<file path="src/hdl/wake_timer_pkg.sv">
// Constants, register map and field layout of the long duration wake timer.
// Assumes a 200 MHz sys_clk and a register port driven by the serial front end.
// Behaviour
// - 16-bit after-run target, read and write, used while in Normal mode.
// - Lower 16 bits of 24-bit wake target, read and write, for low-power mode.
// - Upper 8 wake target bits sit in bits 0-7; bits 15-8 read zero.
// - Count registers reset to zero; live count clears when a count starts.
// - Writing start one begins counting unless the function code is unused; zero leaves timer disabled; resets zero.
// - Base bit zero steps 1 s, one steps 128 us; resets to long.
// - View zero accesses wake target; view one reads live 24-bit value once stopped.
// - Function field bits 4-6 picks functions one to five; codes above unused.
// - For functions two and three, target bit picks low-power off or on.
package wake_timer_pkg;

  // Clock and step times
  localparam longint CLK_HZ = 200_000_000;
  localparam longint LONG_STEP_NS = 1_000_000_000;
  localparam longint SHORT_STEP_NS = 128_000;
  localparam longint NS_PER_S = 1_000_000_000;
  localparam longint LONG_STEP_CYC = LONG_STEP_NS * CLK_HZ / NS_PER_S;
  localparam longint SHORT_STEP_CYC = SHORT_STEP_NS * CLK_HZ / NS_PER_S;
  localparam int PRE_W = 28;

  // Register indices on the register port
  localparam logic [1:0] REG_AFTER_RUN = 2'h0;
  localparam logic [1:0] REG_WAKE_LOW = 2'h1;
  localparam logic [1:0] REG_WAKE_HIGH = 2'h2;
  localparam logic [1:0] REG_CONTROL = 2'h3;
  localparam logic [15:0] REG_RESET = 16'h0000;

  // Control field positions
  localparam int BUSY_BIT = 0;
  localparam int START_BIT = 1;
  localparam int BASE_BIT = 2;
  localparam int VIEW_BIT = 3;
  localparam int FUNC_LSB = 4;
  localparam int LP_BIT = 7;
  localparam int FUNC_W = 3;
  localparam int HIGH_W = 8;
  localparam int CNT_W = 24;

  // Function codes
  localparam logic [2:0] FUNC_TWO = 3'h1;
  localparam logic [2:0] FUNC_THREE = 3'h2;
  localparam logic [2:0] FUNC_LAST = 3'h4;

  // One-hot timer phases
  typedef enum logic [1:0] {
    PH_IDLE = 2'b01,
    PH_COUNT = 2'b10
  } phase_e;

endpackage

</file>
<file path="src/hdl/step_if.sv">
// Interface between the timer core and its step generator.
// Assumes both ends share sys_clk.
`timescale 1ns/1ps
interface step_if;
  logic run;
  logic short_base;
  logic tick;

  modport timer (output run, output short_base, input tick);
  modport step (input run, input short_base, output tick);
endinterface

</file>
<file path="src/hdl/step_gen.sv">
// Step generator: one tick per count step of the selected base.
// Assumes run and short_base come from flops of the timer core.
`timescale 1ns/1ps
module step_gen
  import wake_timer_pkg::*;
#(
  parameter logic [PRE_W-1:0] LONG_CYC = PRE_W'(LONG_STEP_CYC),
  parameter logic [PRE_W-1:0] SHORT_CYC = PRE_W'(SHORT_STEP_CYC)
) (
  input wire logic sys_clk,
  input wire logic rst_b,
  step_if.step stp
);

  typedef struct packed {
    logic [PRE_W-1:0] pre;
    logic tick;
    logic last_base;
    logic mixed;
  } step_s;

  step_s s_q;
  step_s s_d;
  logic [PRE_W-1:0] limit;

  // Step length follows the base bit
  assign limit = stp.short_base ? SHORT_CYC : LONG_CYC;

  // Prescaler, restarted whenever the timer is not running
  always_comb begin
    s_d = s_q;
    s_d.tick = 1'b0;
    s_d.last_base = stp.short_base;
    if (!stp.run) begin
      s_d.pre = '0;
    end else if (s_q.pre >= limit - PRE_W'(1)) begin
      s_d.pre = '0;
      s_d.tick = 1'b1;
    end else begin
      s_d.pre = s_q.pre + PRE_W'(1);
    end
    // A base change inside a step makes that one step a mix of both lengths
    s_d.mixed = stp.run && !s_d.tick && (s_q.mixed || (stp.short_base != s_q.last_base));
  end

  always_ff @(posedge sys_clk) begin
    if (!rst_b) begin
      s_q <= '0;
    end else begin
      s_q <= s_d;
    end
  end

  assign stp.tick = s_q.tick;
endmodule

</file>
<file path="src/hdl/wake_timer.sv">
// Long duration wake timer: target registers, control and the live count.
// Assumes a register port fed by the serial front end and normal_mode from
// the mode controller, both on sys_clk.
`timescale 1ns/1ps
module wake_timer
  import wake_timer_pkg::*;
#(
  parameter logic [PRE_W-1:0] LONG_CYC = PRE_W'(LONG_STEP_CYC),
  parameter logic [PRE_W-1:0] SHORT_CYC = PRE_W'(SHORT_STEP_CYC)
) (
  input wire logic sys_clk,
  input wire logic rst_b,
  input wire logic [1:0] reg_sel,
  input wire logic reg_wr_en,
  input wire logic reg_rd_en,
  input wire logic [15:0] reg_wdata,
  output logic [15:0] reg_rdata,
  input wire logic normal_mode,
  output logic timer_busy,
  output logic timer_expired,
  output logic [FUNC_W-1:0] function_select,
  output logic low_power_off_state,
  output logic low_power_on_state
);

  typedef struct packed {
    logic [15:0] after_run_target;
    logic [15:0] wake_target_low;
    logic [HIGH_W-1:0] wake_target_high;
    logic lowpower_target_select;
    logic [FUNC_W-1:0] function_select;
    logic view_select;
    logic count_base_select;
    logic timer_start;
    logic timer_busy;
    phase_e phase;
    logic [CNT_W-1:0] count;
    logic [15:0] rdata;
    logic expired;
    logic lp_off;
    logic lp_on;
  } timer_s;

  timer_s s_q;
  timer_s s_d;
  step_if stp ();

  ////////////////////////////////////////////////////////////////////////////
  // Helpers

  // Control register image as software reads it
  function automatic logic [15:0] ctrl_word(input timer_s s);
    logic [15:0] w;
    w = REG_RESET;
    w[BUSY_BIT] = s.timer_busy;
    w[START_BIT] = s.timer_start;
    w[BASE_BIT] = s.count_base_select;
    w[VIEW_BIT] = s.view_select;
    w[FUNC_LSB +: FUNC_W] = s.function_select;
    w[LP_BIT] = s.lowpower_target_select;
    return w;
  endfunction

  // Live value is shown only when the view asks for it and the timer is stopped
  function automatic logic live_view(input timer_s s);
    return s.view_select && !s.timer_busy;
  endfunction

  ////////////////////////////////////////////////////////////////////////////
  // Step generator

  step_gen #(
    .LONG_CYC(LONG_CYC),
    .SHORT_CYC(SHORT_CYC)
  ) u_step (
    .sys_clk(sys_clk),
    .rst_b(rst_b),
    .stp(stp)
  );

  assign stp.run = s_q.timer_busy;
  assign stp.short_base = s_q.count_base_select;

  ////////////////////////////////////////////////////////////////////////////
  // Next state

  always_comb begin
    logic [CNT_W-1:0] target;
    logic [CNT_W-1:0] next_cnt;
    logic lp_func;
    target = '0;
    next_cnt = '0;
    lp_func = 1'b0;
    s_d = s_q;
    s_d.expired = 1'b0;
    s_d.lp_off = 1'b0;
    s_d.lp_on = 1'b0;

    // Target depends on the chip mode
    if (normal_mode) begin
      target = CNT_W'(s_q.after_run_target);
    end else begin
      target = {s_q.wake_target_high, s_q.wake_target_low};
    end
    next_cnt = s_q.count + CNT_W'(1);
    lp_func = (s_q.function_select == FUNC_TWO) || (s_q.function_select == FUNC_THREE);

    // Count steps; reaching the target stops the timer
    case (s_q.phase)
      PH_IDLE: begin
        s_d.timer_busy = 1'b0;
      end
      PH_COUNT: begin
        if (stp.tick) begin
          s_d.count = next_cnt;
          if (next_cnt >= target) begin
            s_d.phase = PH_IDLE;
            s_d.timer_busy = 1'b0;
            s_d.timer_start = 1'b0;
            s_d.expired = 1'b1;
            s_d.lp_off = lp_func && !s_q.lowpower_target_select;
            s_d.lp_on = lp_func && s_q.lowpower_target_select;
          end
        end
      end
      default: begin
        s_d.phase = PH_IDLE;
        s_d.timer_busy = 1'b0;
      end
    endcase

    // Register writes; a start write wins over a same-cycle expiry
    if (reg_wr_en) begin
      case (reg_sel)
        REG_AFTER_RUN: begin
          s_d.after_run_target = reg_wdata;
        end
        REG_WAKE_LOW: begin
          if (!s_q.view_select) begin
            s_d.wake_target_low = reg_wdata;
          end
        end
        REG_WAKE_HIGH: begin
          if (!s_q.view_select) begin
            s_d.wake_target_high = reg_wdata[HIGH_W-1:0];
          end
        end
        REG_CONTROL: begin
          s_d.lowpower_target_select = reg_wdata[LP_BIT];
          s_d.function_select = reg_wdata[FUNC_LSB +: FUNC_W];
          s_d.view_select = reg_wdata[VIEW_BIT];
          s_d.count_base_select = reg_wdata[BASE_BIT];
          s_d.timer_start = reg_wdata[START_BIT];
          // An expiry pulse of this same cycle still goes out; the write wins
          if (!reg_wdata[START_BIT]) begin
            s_d.phase = PH_IDLE;
            s_d.timer_busy = 1'b0;
          end else if (reg_wdata[FUNC_LSB +: FUNC_W] > FUNC_LAST) begin
            s_d.timer_start = 1'b0;
            s_d.phase = PH_IDLE;
            s_d.timer_busy = 1'b0;
          end else if (s_d.phase == PH_IDLE) begin
            s_d.phase = PH_COUNT;
            s_d.timer_busy = 1'b1;
            s_d.count = '0;
          end
        end
        default: begin
          s_d.rdata = s_q.rdata;
        end
      endcase
    end

    // Read data, captured on a read strobe
    if (reg_rd_en) begin
      case (reg_sel)
        REG_AFTER_RUN: s_d.rdata = s_q.after_run_target;
        REG_WAKE_LOW: begin
          s_d.rdata = live_view(s_q) ? s_q.count[15:0] : s_q.wake_target_low;
        end
        REG_WAKE_HIGH: begin
          s_d.rdata = REG_RESET;
          s_d.rdata[HIGH_W-1:0] = live_view(s_q) ? s_q.count[CNT_W-1:16]
                                                 : s_q.wake_target_high;
        end
        REG_CONTROL: s_d.rdata = ctrl_word(s_q);
        default: s_d.rdata = REG_RESET;
      endcase
    end
  end

  // State register, cleared by reset except phase, which loads PH_IDLE
  always_ff @(posedge sys_clk) begin
    if (!rst_b) begin
      s_q <= '0;
      s_q.phase <= PH_IDLE;
    end else begin
      s_q <= s_d;
    end
  end

  // Outputs straight from state flops
  assign reg_rdata = s_q.rdata;
  assign timer_busy = s_q.timer_busy;
  assign timer_expired = s_q.expired;
  assign function_select = s_q.function_select;
  assign low_power_off_state = s_q.lp_off;
  assign low_power_on_state = s_q.lp_on;

  logic ctrl_wr;
  assign ctrl_wr = reg_wr_en && (reg_sel == REG_CONTROL);
endmodule

</file>
<file path="config.mk">
export PLATFORM = sky130hd
export DESIGN_NAME = wake_timer
export DESIGN_NICKNAME = d
export VERILOG_FILES = /design/src/hdl/wake_timer_pkg.sv /design/src/hdl/step_if.sv /design/src/hdl/step_gen.sv /design/src/hdl/wake_timer.sv
export SDC_FILE = /design/constraint.sdc
export NUM_CORES = 1
export LEC_CHECK = 0
export ABC_AREA = 1
export BUFFER_PORTS_ARGS = -buffer_cell sky130_fd_sc_hd__buf_2
export CAP_MARGIN = 10
export CORE_ASPECT_RATIO = 0.9
export CORE_MARGIN = 10
export CORE_UTILIZATION = 65
export DETAILED_ROUTE_END_ITERATION = 8
export PLACE_DENSITY = 0.85
export SYNTH_ARGS = -nofsm -noshare
export SYNTH_HDL_FRONTEND = slang
export SYNTH_SLANG_ARGS = --single-unit
</file>
<file path="constraint.sdc">
create_clock -name sys_clk -period 6.34 [get_ports sys_clk]
set_input_delay 1.268 -clock sys_clk [delete_from_list [all_inputs] [get_ports sys_clk]]
set_output_delay 1.268 -clock sys_clk [all_outputs]
set_load 0.1 [all_outputs]
</file>
; Yosys cells after proc, flatten, opt, wreduce, memory -nomap -nowiden
; Index checks and enable logic that the tools add are counted.
[totals]
register_bits = 122
word_cells = 72
[classes]
n_addsub = 3
n_lt_le_gt_ge = 3
eq_ne = 8
n_mux = 23
bitwise_logic = 3
n_reduce_logical = 15
[op_table]
columns = operator, n
row1 = 2-to-1 mux 24 bit, 4
row2 = 2-to-1 mux 28 bit, 3
row3 = case mux 16 bit (4 select lines), 1
row4 = 2-to-1 mux 44 bit, 1
row5 = 2-to-1 mux 16 bit, 2
row6 = adder 28 x 1 -> 28 bit (second input constant), 1
row7 = >= comparator 28 bit, 1
row8 = subtractor 28 x 1 -> 28 bit (second input constant), 1
row9 = 2-to-1 mux 27 bit, 1
row10 = adder 24 x 1 -> 24 bit (second input constant), 1
row11 = >= comparator 24 bit, 1
row12 = 2-to-1 mux 3 bit, 3
row13 = AND reduction 3 bit, 3
row14 = 2-to-1 mux 8 bit, 1
row15 = == test 2 x 1 -> 1 bit (second input constant), 3
row16 = == test 2 bit (second input constant), 3
row17 = AND reduction 2 bit, 3
row18 = 2-to-1 mux 1 bit, 5
row19 = 2-to-1 mux 4 bit, 1
row20 = case mux 2 bit (2 select lines), 1
row21 = AND reduction 4 bit, 1
row22 = == test 3 x 1 -> 1 bit (second input constant), 1
row23 = == test 3 x 2 -> 1 bit (second input constant), 1
row24 = greater-than comparator 3 bit (second input constant), 1
row25 = 6 further kinds, 11

; Logic depth before layout (Yosys ltp)
[depth]
ltp_word = 12
ltp_mapped = 26
depth_no_buf = 25

; Modules after synthesis
; Synthesis repeated with hierarchy kept, for this count alone.
[unflattened]
hier_cells = 1070
area_unflattened_um2 = 7417.1
[modules_own_cells]
columns = mod, n_inst, cells_each, area_each_um2, seq_area_each_um2
row1 = wake_timer, 1, 772, 5452.7, 1861.8
row2 = step_gen, 1, 298, 1964.4, 580.6

; Worst setup path after synthesis
; No wires, ideal clock.
[synth_path]
path_kind = input to register
startpoint = input port normal_mode
endpoint = register s_q[25] (netlist name)
setup_ps = 117
t_arrival_ps = 3143
required_ps = 6223
path_slack_ps = 3080
cell_stages = 17
path_cell_list = clkinv_1 -> clkbuf_1 -> nand2_1 -> o21ai_0 -> ha_1 -> nand2_1 -> nor2_1 -> nand4_1 -> nor2_1 -> nand2_1 -> nand2_1 -> nand2_1 -> a21oi_2 -> nand2_1 -> nand2_1 -> buf_4 -> nor2_1
[synth_between]
elab_chain_cells = 11
[synth_lines]
columns = item, line_no
row1 = from (decl), wake_timer.sv:18  ; input wire logic normal_mode,
row2 = 2-to-1 mux 24 bit, wake_timer.sv:100  ; if (normal_mode) begin
row3 = >= comparator 24 bit, wake_timer.sv:116  ; if (next_cnt >= target) begin
row4 = 2-to-1 mux 4 bit, wake_timer.sv:116
row5 = 2-to-1 mux 28 bit, wake_timer.sv:114  ; if (stp.tick) begin
row6 = case mux 2 bit (2 select lines), wake_timer.sv:109  ; case (s_q.phase)
row7 = == test 2 x 1 -> 1 bit, wake_timer.sv:162  ; end else if (s_d.phase == PH_IDLE) begin
row8 = 2-to-1 mux 27 bit, wake_timer.sv:162
row9 = 2-to-1 mux 24 bit, wake_timer.sv:158  ; end else if (reg_wdata[FUNC_LSB +: FUNC_W] > FUNC_LAST) begin
row10 = 2-to-1 mux 24 bit, wake_timer.sv:155  ; if (!reg_wdata[START_BIT]) begin
row11 = 2-to-1 mux 28 bit, wake_timer.sv:134  ; case (reg_sel)
row12 = 2-to-1 mux 44 bit, wake_timer.sv:133  ; if (reg_wr_en) begin
row13 = to (decl), wake_timer.sv:44  ; timer_s s_q;
; No other way between the ends. The select of a mux whose other input is x is not followed.
; A chain may end at the register's enable or synchronous reset.

; Worst setup path after layout
[layout_path]
startpoint = input port normal_mode
endpoint = register s_q[29] (netlist name)
; The elaborated chain is that of the path after synthesis.

==> PnR_summary.wiki <==
{| class="wikitable"
! Metric !! Value
|-
| Number of register bits inferred by synthesis || 122
|-
| Final critical delay including setup and external delays || 4.248 ns
|-
| Number of global-route vias before repair || 6142
|-
| Die area || 15200 µm²
|-
| Synthesized netlist net count || 1052
|-
| Share of final-layout standard cells stronger than drive strength 1 || 0.09970
|-
| Detailed-route via count || 6514
|-
| Floorplan Core Area || 10330 µm²
|-
| Count of pins on the block boundary || 46
|-
| Clock tree from TritonCTS || done
|-
| Count of routing violations after the opening detailed-route iteration || 726
|-
| Overall power consumption || 1.885 mW
|-
| Final Instance Count excl. Fillers || 1142
|-
| Met2 global-route usage || 0.3609
|-
| Switching Fraction || 0.2636
|-
| Number of input and output port buffers inserted || 45
|-
| Synthesized instance count || 988
|-
| Number of antenna violations at the first check in global routing || 0
|-
| Num Clock Sinks || 122
|-
| Combined area of all synthesized cells || 6933 µm²
|-
| Endpoint of the worst hold path || u_step.s_q[3]
|-
| XOR/XNOR share of the synthesized area || 0.04151
|-
| Total CTS buffers || 17
|-
| Setup slack on the worst flop-to-flop path || 2.18 ns
|-
| Worst Tran Pin Value || 1.295 ns
|-
| Final net count || 1066
|-
| Register area share after synthesis || 0.3523
|-
| Detailed-route DRC error count || 0
|-
| Clock slew seen by the registers of the worst setup and hold paths || 0.05 ns
|-
| Commonest non-fill, non-tap cell in the layout || sky130_fd_sc_hd__nand2_1
|-
| Number of cell rows || 35
|-
| Height of the chip || 118.0 µm
|-
| Remaining max-slew budget at the tightest pin || 0.1337
|-
| Portion of total power attributed to the clock network || 0.471
|-
| # H-tree levels || 4
|-
| Pins Over Slew Limit || 0
|-
| Upper clock frequency limit || 0.2354 GHz
|-
| Count of hold buffers inserted by post-cts repair || 0
|-
| Antenna violation net count after detailed routing || 0
|-
| Synth Area per Inst || 7.017 µm²
|-
| Buffer cell driving the clock tree root || sky130_fd_sc_hd__clkbuf_16
|-
| Simple-gate share of the synthesized area || 0.2537
|-
| Starting Density || 0.6708
|-
| Ant diodes || 0
|-
| Peak fanout along the critical path || 26
|-
| Drt via density || 5.704
|-
| Setup-failing EPs final || 0
|-
| Wire per inst || 15.64 µm
|-
| Max capacitance violation total || 0
|-
| GPL Wtd Cong || 0.9374
|-
| Number of buffers on the longest clock path || 2
|-
| Share of async-settable or async-resettable flops after synthesis || 0
|-
| Routing layer with the top usage in global route || met2
|-
| Placed Instances || 1112
|-
| Fillers || 835
|-
| Number of detailed-route iterations in the first pass || 5
|-
| Worst hold path depth || 1
|-
| Post-synthesis compound-gate area fraction || 0.1724
|-
| Worst Hold Launch || u_step.s_q[3]
|-
| Largest family of logic cells by synthesized area || simple AND/OR/NAND/NOR gates
|-
| Distinct cells, synth || 47
|-
| Most frequent cells in the layout || sky130_fd_sc_hd__nand2_1, sky130_fd_sc_hd__nor2_1, sky130_fd_sc_hd__dfxtp_1
|-
| Adder-cell share of the synthesized area || 0.07399
|-
| Final hold viol count || 0
|-
| Critical path start-end classification || in2reg
|-
| Resize count post-CTS || 0
|-
| Setup Skew || 0.009225 ns
|-
| Critical register-to-register path endpoint || s_q[29]
|-
| Register share of total power || 0.429
|-
| Power density over the cells || 248.6 nW/µm²
|-
| Leakage power summed over all cells || 3.337 nW
|-
| Signal arrival time at the worst endpoint || 4.52 ns
|-
| Worst min-delay path category || reg2reg
|-
| Share of the core filled with cells in the final layout || 0.7338
|-
| Largest net degree at the start of global routing || 68
|-
| Most instantiated flip-flop cell in the synthesis netlist || sky130_fd_sc_hd__dfxtp_1
|-
| Outcome || finished, final reports clean
|-
| Final-layout setup total negative slack || 0 ns
|-
| Critical Path Start Type || input port
|-
| Chip Width || 128.9 µm
|-
| Detailed placer's ending HPWL || 12970 µm
|-
| Worst skew pair latency || 0.42 ns
|-
| EDFF count, synth || 0
|-
| Reg-to-Reg Start || s_q[19]
|-
| Maximum resistive drop on vdd || 0.2244 mV
|-
| Number of warnings printed during yosys synthesis || 0
|-
| Sort of element at the end of the critical path || flop
|-
| Total global-route track usage || 0.2367
|-
| Worst Path Required || 6.61 ns
|-
| GR Overflow Total || 0
|-
| Worst reg2reg path depth || 21
|-
| Met3 usage in global routing || 0.07429
|-
| Relative area change from synthesis to final layout || 9.385%
|-
| First-pass GRT wire length || 29480 µm
|-
| GR met1 Demand/Resource || 0.3052
|-
| Routed wire length || 17860 µm
|-
| Internal power consumption || 1.388 mW
|-
| Multiplexer share of the synthesized area || 0.007219
|-
| RSZ-0062 raised after global routing || no
|-
| Comb pwr share || 0.100
|-
| Period Utilization, post-route || 0.6700
|-
| Psw || 496.9 µW
|-
| Number of buffers inserted to repair setup after CTS || 0
|}
-- area by class of cell --
cell class,count,area [µm²],area share
well taps,129,161.4,0.02128
inverters,110,412.9,0.05445
clock buffers,22,464.2,0.06121
flip-flops and latches,122,2442,0.3221
multi-input cells,706,3805,0.5017
clock inverters,8,72.57,0.009569
repair buffers,45,225.2,0.02970
-- worst max-delay path, stage by stage --
cell,delay [ns]
sky130_fd_sc_hd__buf_2,0.21
sky130_fd_sc_hd__clkinv_1,0.55
sky130_fd_sc_hd__nand2_1,0.21
sky130_fd_sc_hd__o21ai_0,0.13
sky130_fd_sc_hd__ha_1,0.34
sky130_fd_sc_hd__nand2_1,0.09
sky130_fd_sc_hd__nor2_1,0.14
sky130_fd_sc_hd__nand4_1,0.10
sky130_fd_sc_hd__nor2_1,0.12
sky130_fd_sc_hd__nand2_1,0.06
sky130_fd_sc_hd__nand2_1,0.13
sky130_fd_sc_hd__nand2_1,0.14
sky130_fd_sc_hd__a21oi_2,0.23
sky130_fd_sc_hd__nand2_1,0.10
sky130_fd_sc_hd__nand2_1,0.61
sky130_fd_sc_hd__nor2_1,0.09
-- metrics by stage --
stage          worst slack [ns]  hold WS, ns  cell area, µm²
6_report                  2.092       0.4480            7584
5_1_grt                   1.625       0.4773            7584
2_1_floorplan             3.080       0.4175            6933
3_5_place_dp              1.839       0.4402            7047
4_1_cts                   2.169       0.4498            7584
3_3_place_gp              1.950       0.4306            7047
-- how the worst max path moves through the flow --
stage                start  endpoint  slack, ns  depth (start not counted)
2_1_floorplan  normal_mode   s_q[25]       3.08                         17
3_3_place_gp   normal_mode   s_q[30]       1.95                         16
3_5_place_dp   normal_mode   s_q[29]       1.84                         16
4_1_cts        normal_mode   s_q[29]       2.17                         16
5_1_grt        normal_mode   s_q[23]       1.63                         19
6_report       normal_mode   s_q[29]       2.09                         16
-- synthesized netlist by cell type (6+ instances only) --
library cell               number  area [µm²]
sky130_fd_sc_hd__o21ai_0      121       605.6
sky130_fd_sc_hd__dfxtp_1      122        2442
sky130_fd_sc_hd__inv_1        105       394.1
sky130_fd_sc_hd__nor2_1       148       555.5
sky130_fd_sc_hd__xnor2_1        6       52.55
sky130_fd_sc_hd__xor2_1        25       219.0
sky130_fd_sc_hd__nor3_1        11       55.05
sky130_fd_sc_hd__clkbuf_1      24       90.09
sky130_fd_sc_hd__buf_4         21       157.7
sky130_fd_sc_hd__nand3_1       19       95.09
sky130_fd_sc_hd__nand4_1       13       81.33
sky130_fd_sc_hd__ha_1          41       513.0
sky130_fd_sc_hd__a21oi_1       77       385.4
sky130_fd_sc_hd__nand2_1      178       668.1
-- layer usage --
metal | vias up | wire length (µm)
met5 | - | 0
met4 | 0 | 466
met3 | 44 | 1840
met2 | 314 | 7712
met1 | 2908 | 7840
li1 | 3248 | -
-- state kept, by name, summed over array words and instances (netlist names) --
name / flops
stp.short_base: 1
s_q: 69
function_select: 3
u_step.stp.tick: 1
timer_busy: 1
timer_expired: 1
low_power_on_state: 1
reg_rdata: 16
low_power_off_state: 1
u_step.s_q: 28
-- power groups by stage --
stage	Clock, mW	Sequential [mW]	Combinational [mW]
final	0.888	0.808	0.189
after global routing	0.926	0.810	0.210
after CTS	0.891	0.807	0.187
after detailed placement	0	0.823	0.184
after global placement	0	0.823	0.182
after floorplan	0	0.817	0.154
-- cells by family after synthesis --
| logic type | Yosys count |
|---|---|
| adder cells (fa/ha/maj) | 41 |
| XOR/XNOR | 32 |
| flip-flops | 122 |
| buffers and inverters | 160 |
| multiplexers | 5 |
| AO/OA/AOI/OAI | 224 |
| AND/OR/NAND/NOR | 404 |
(Power assumes the default switching activity.)
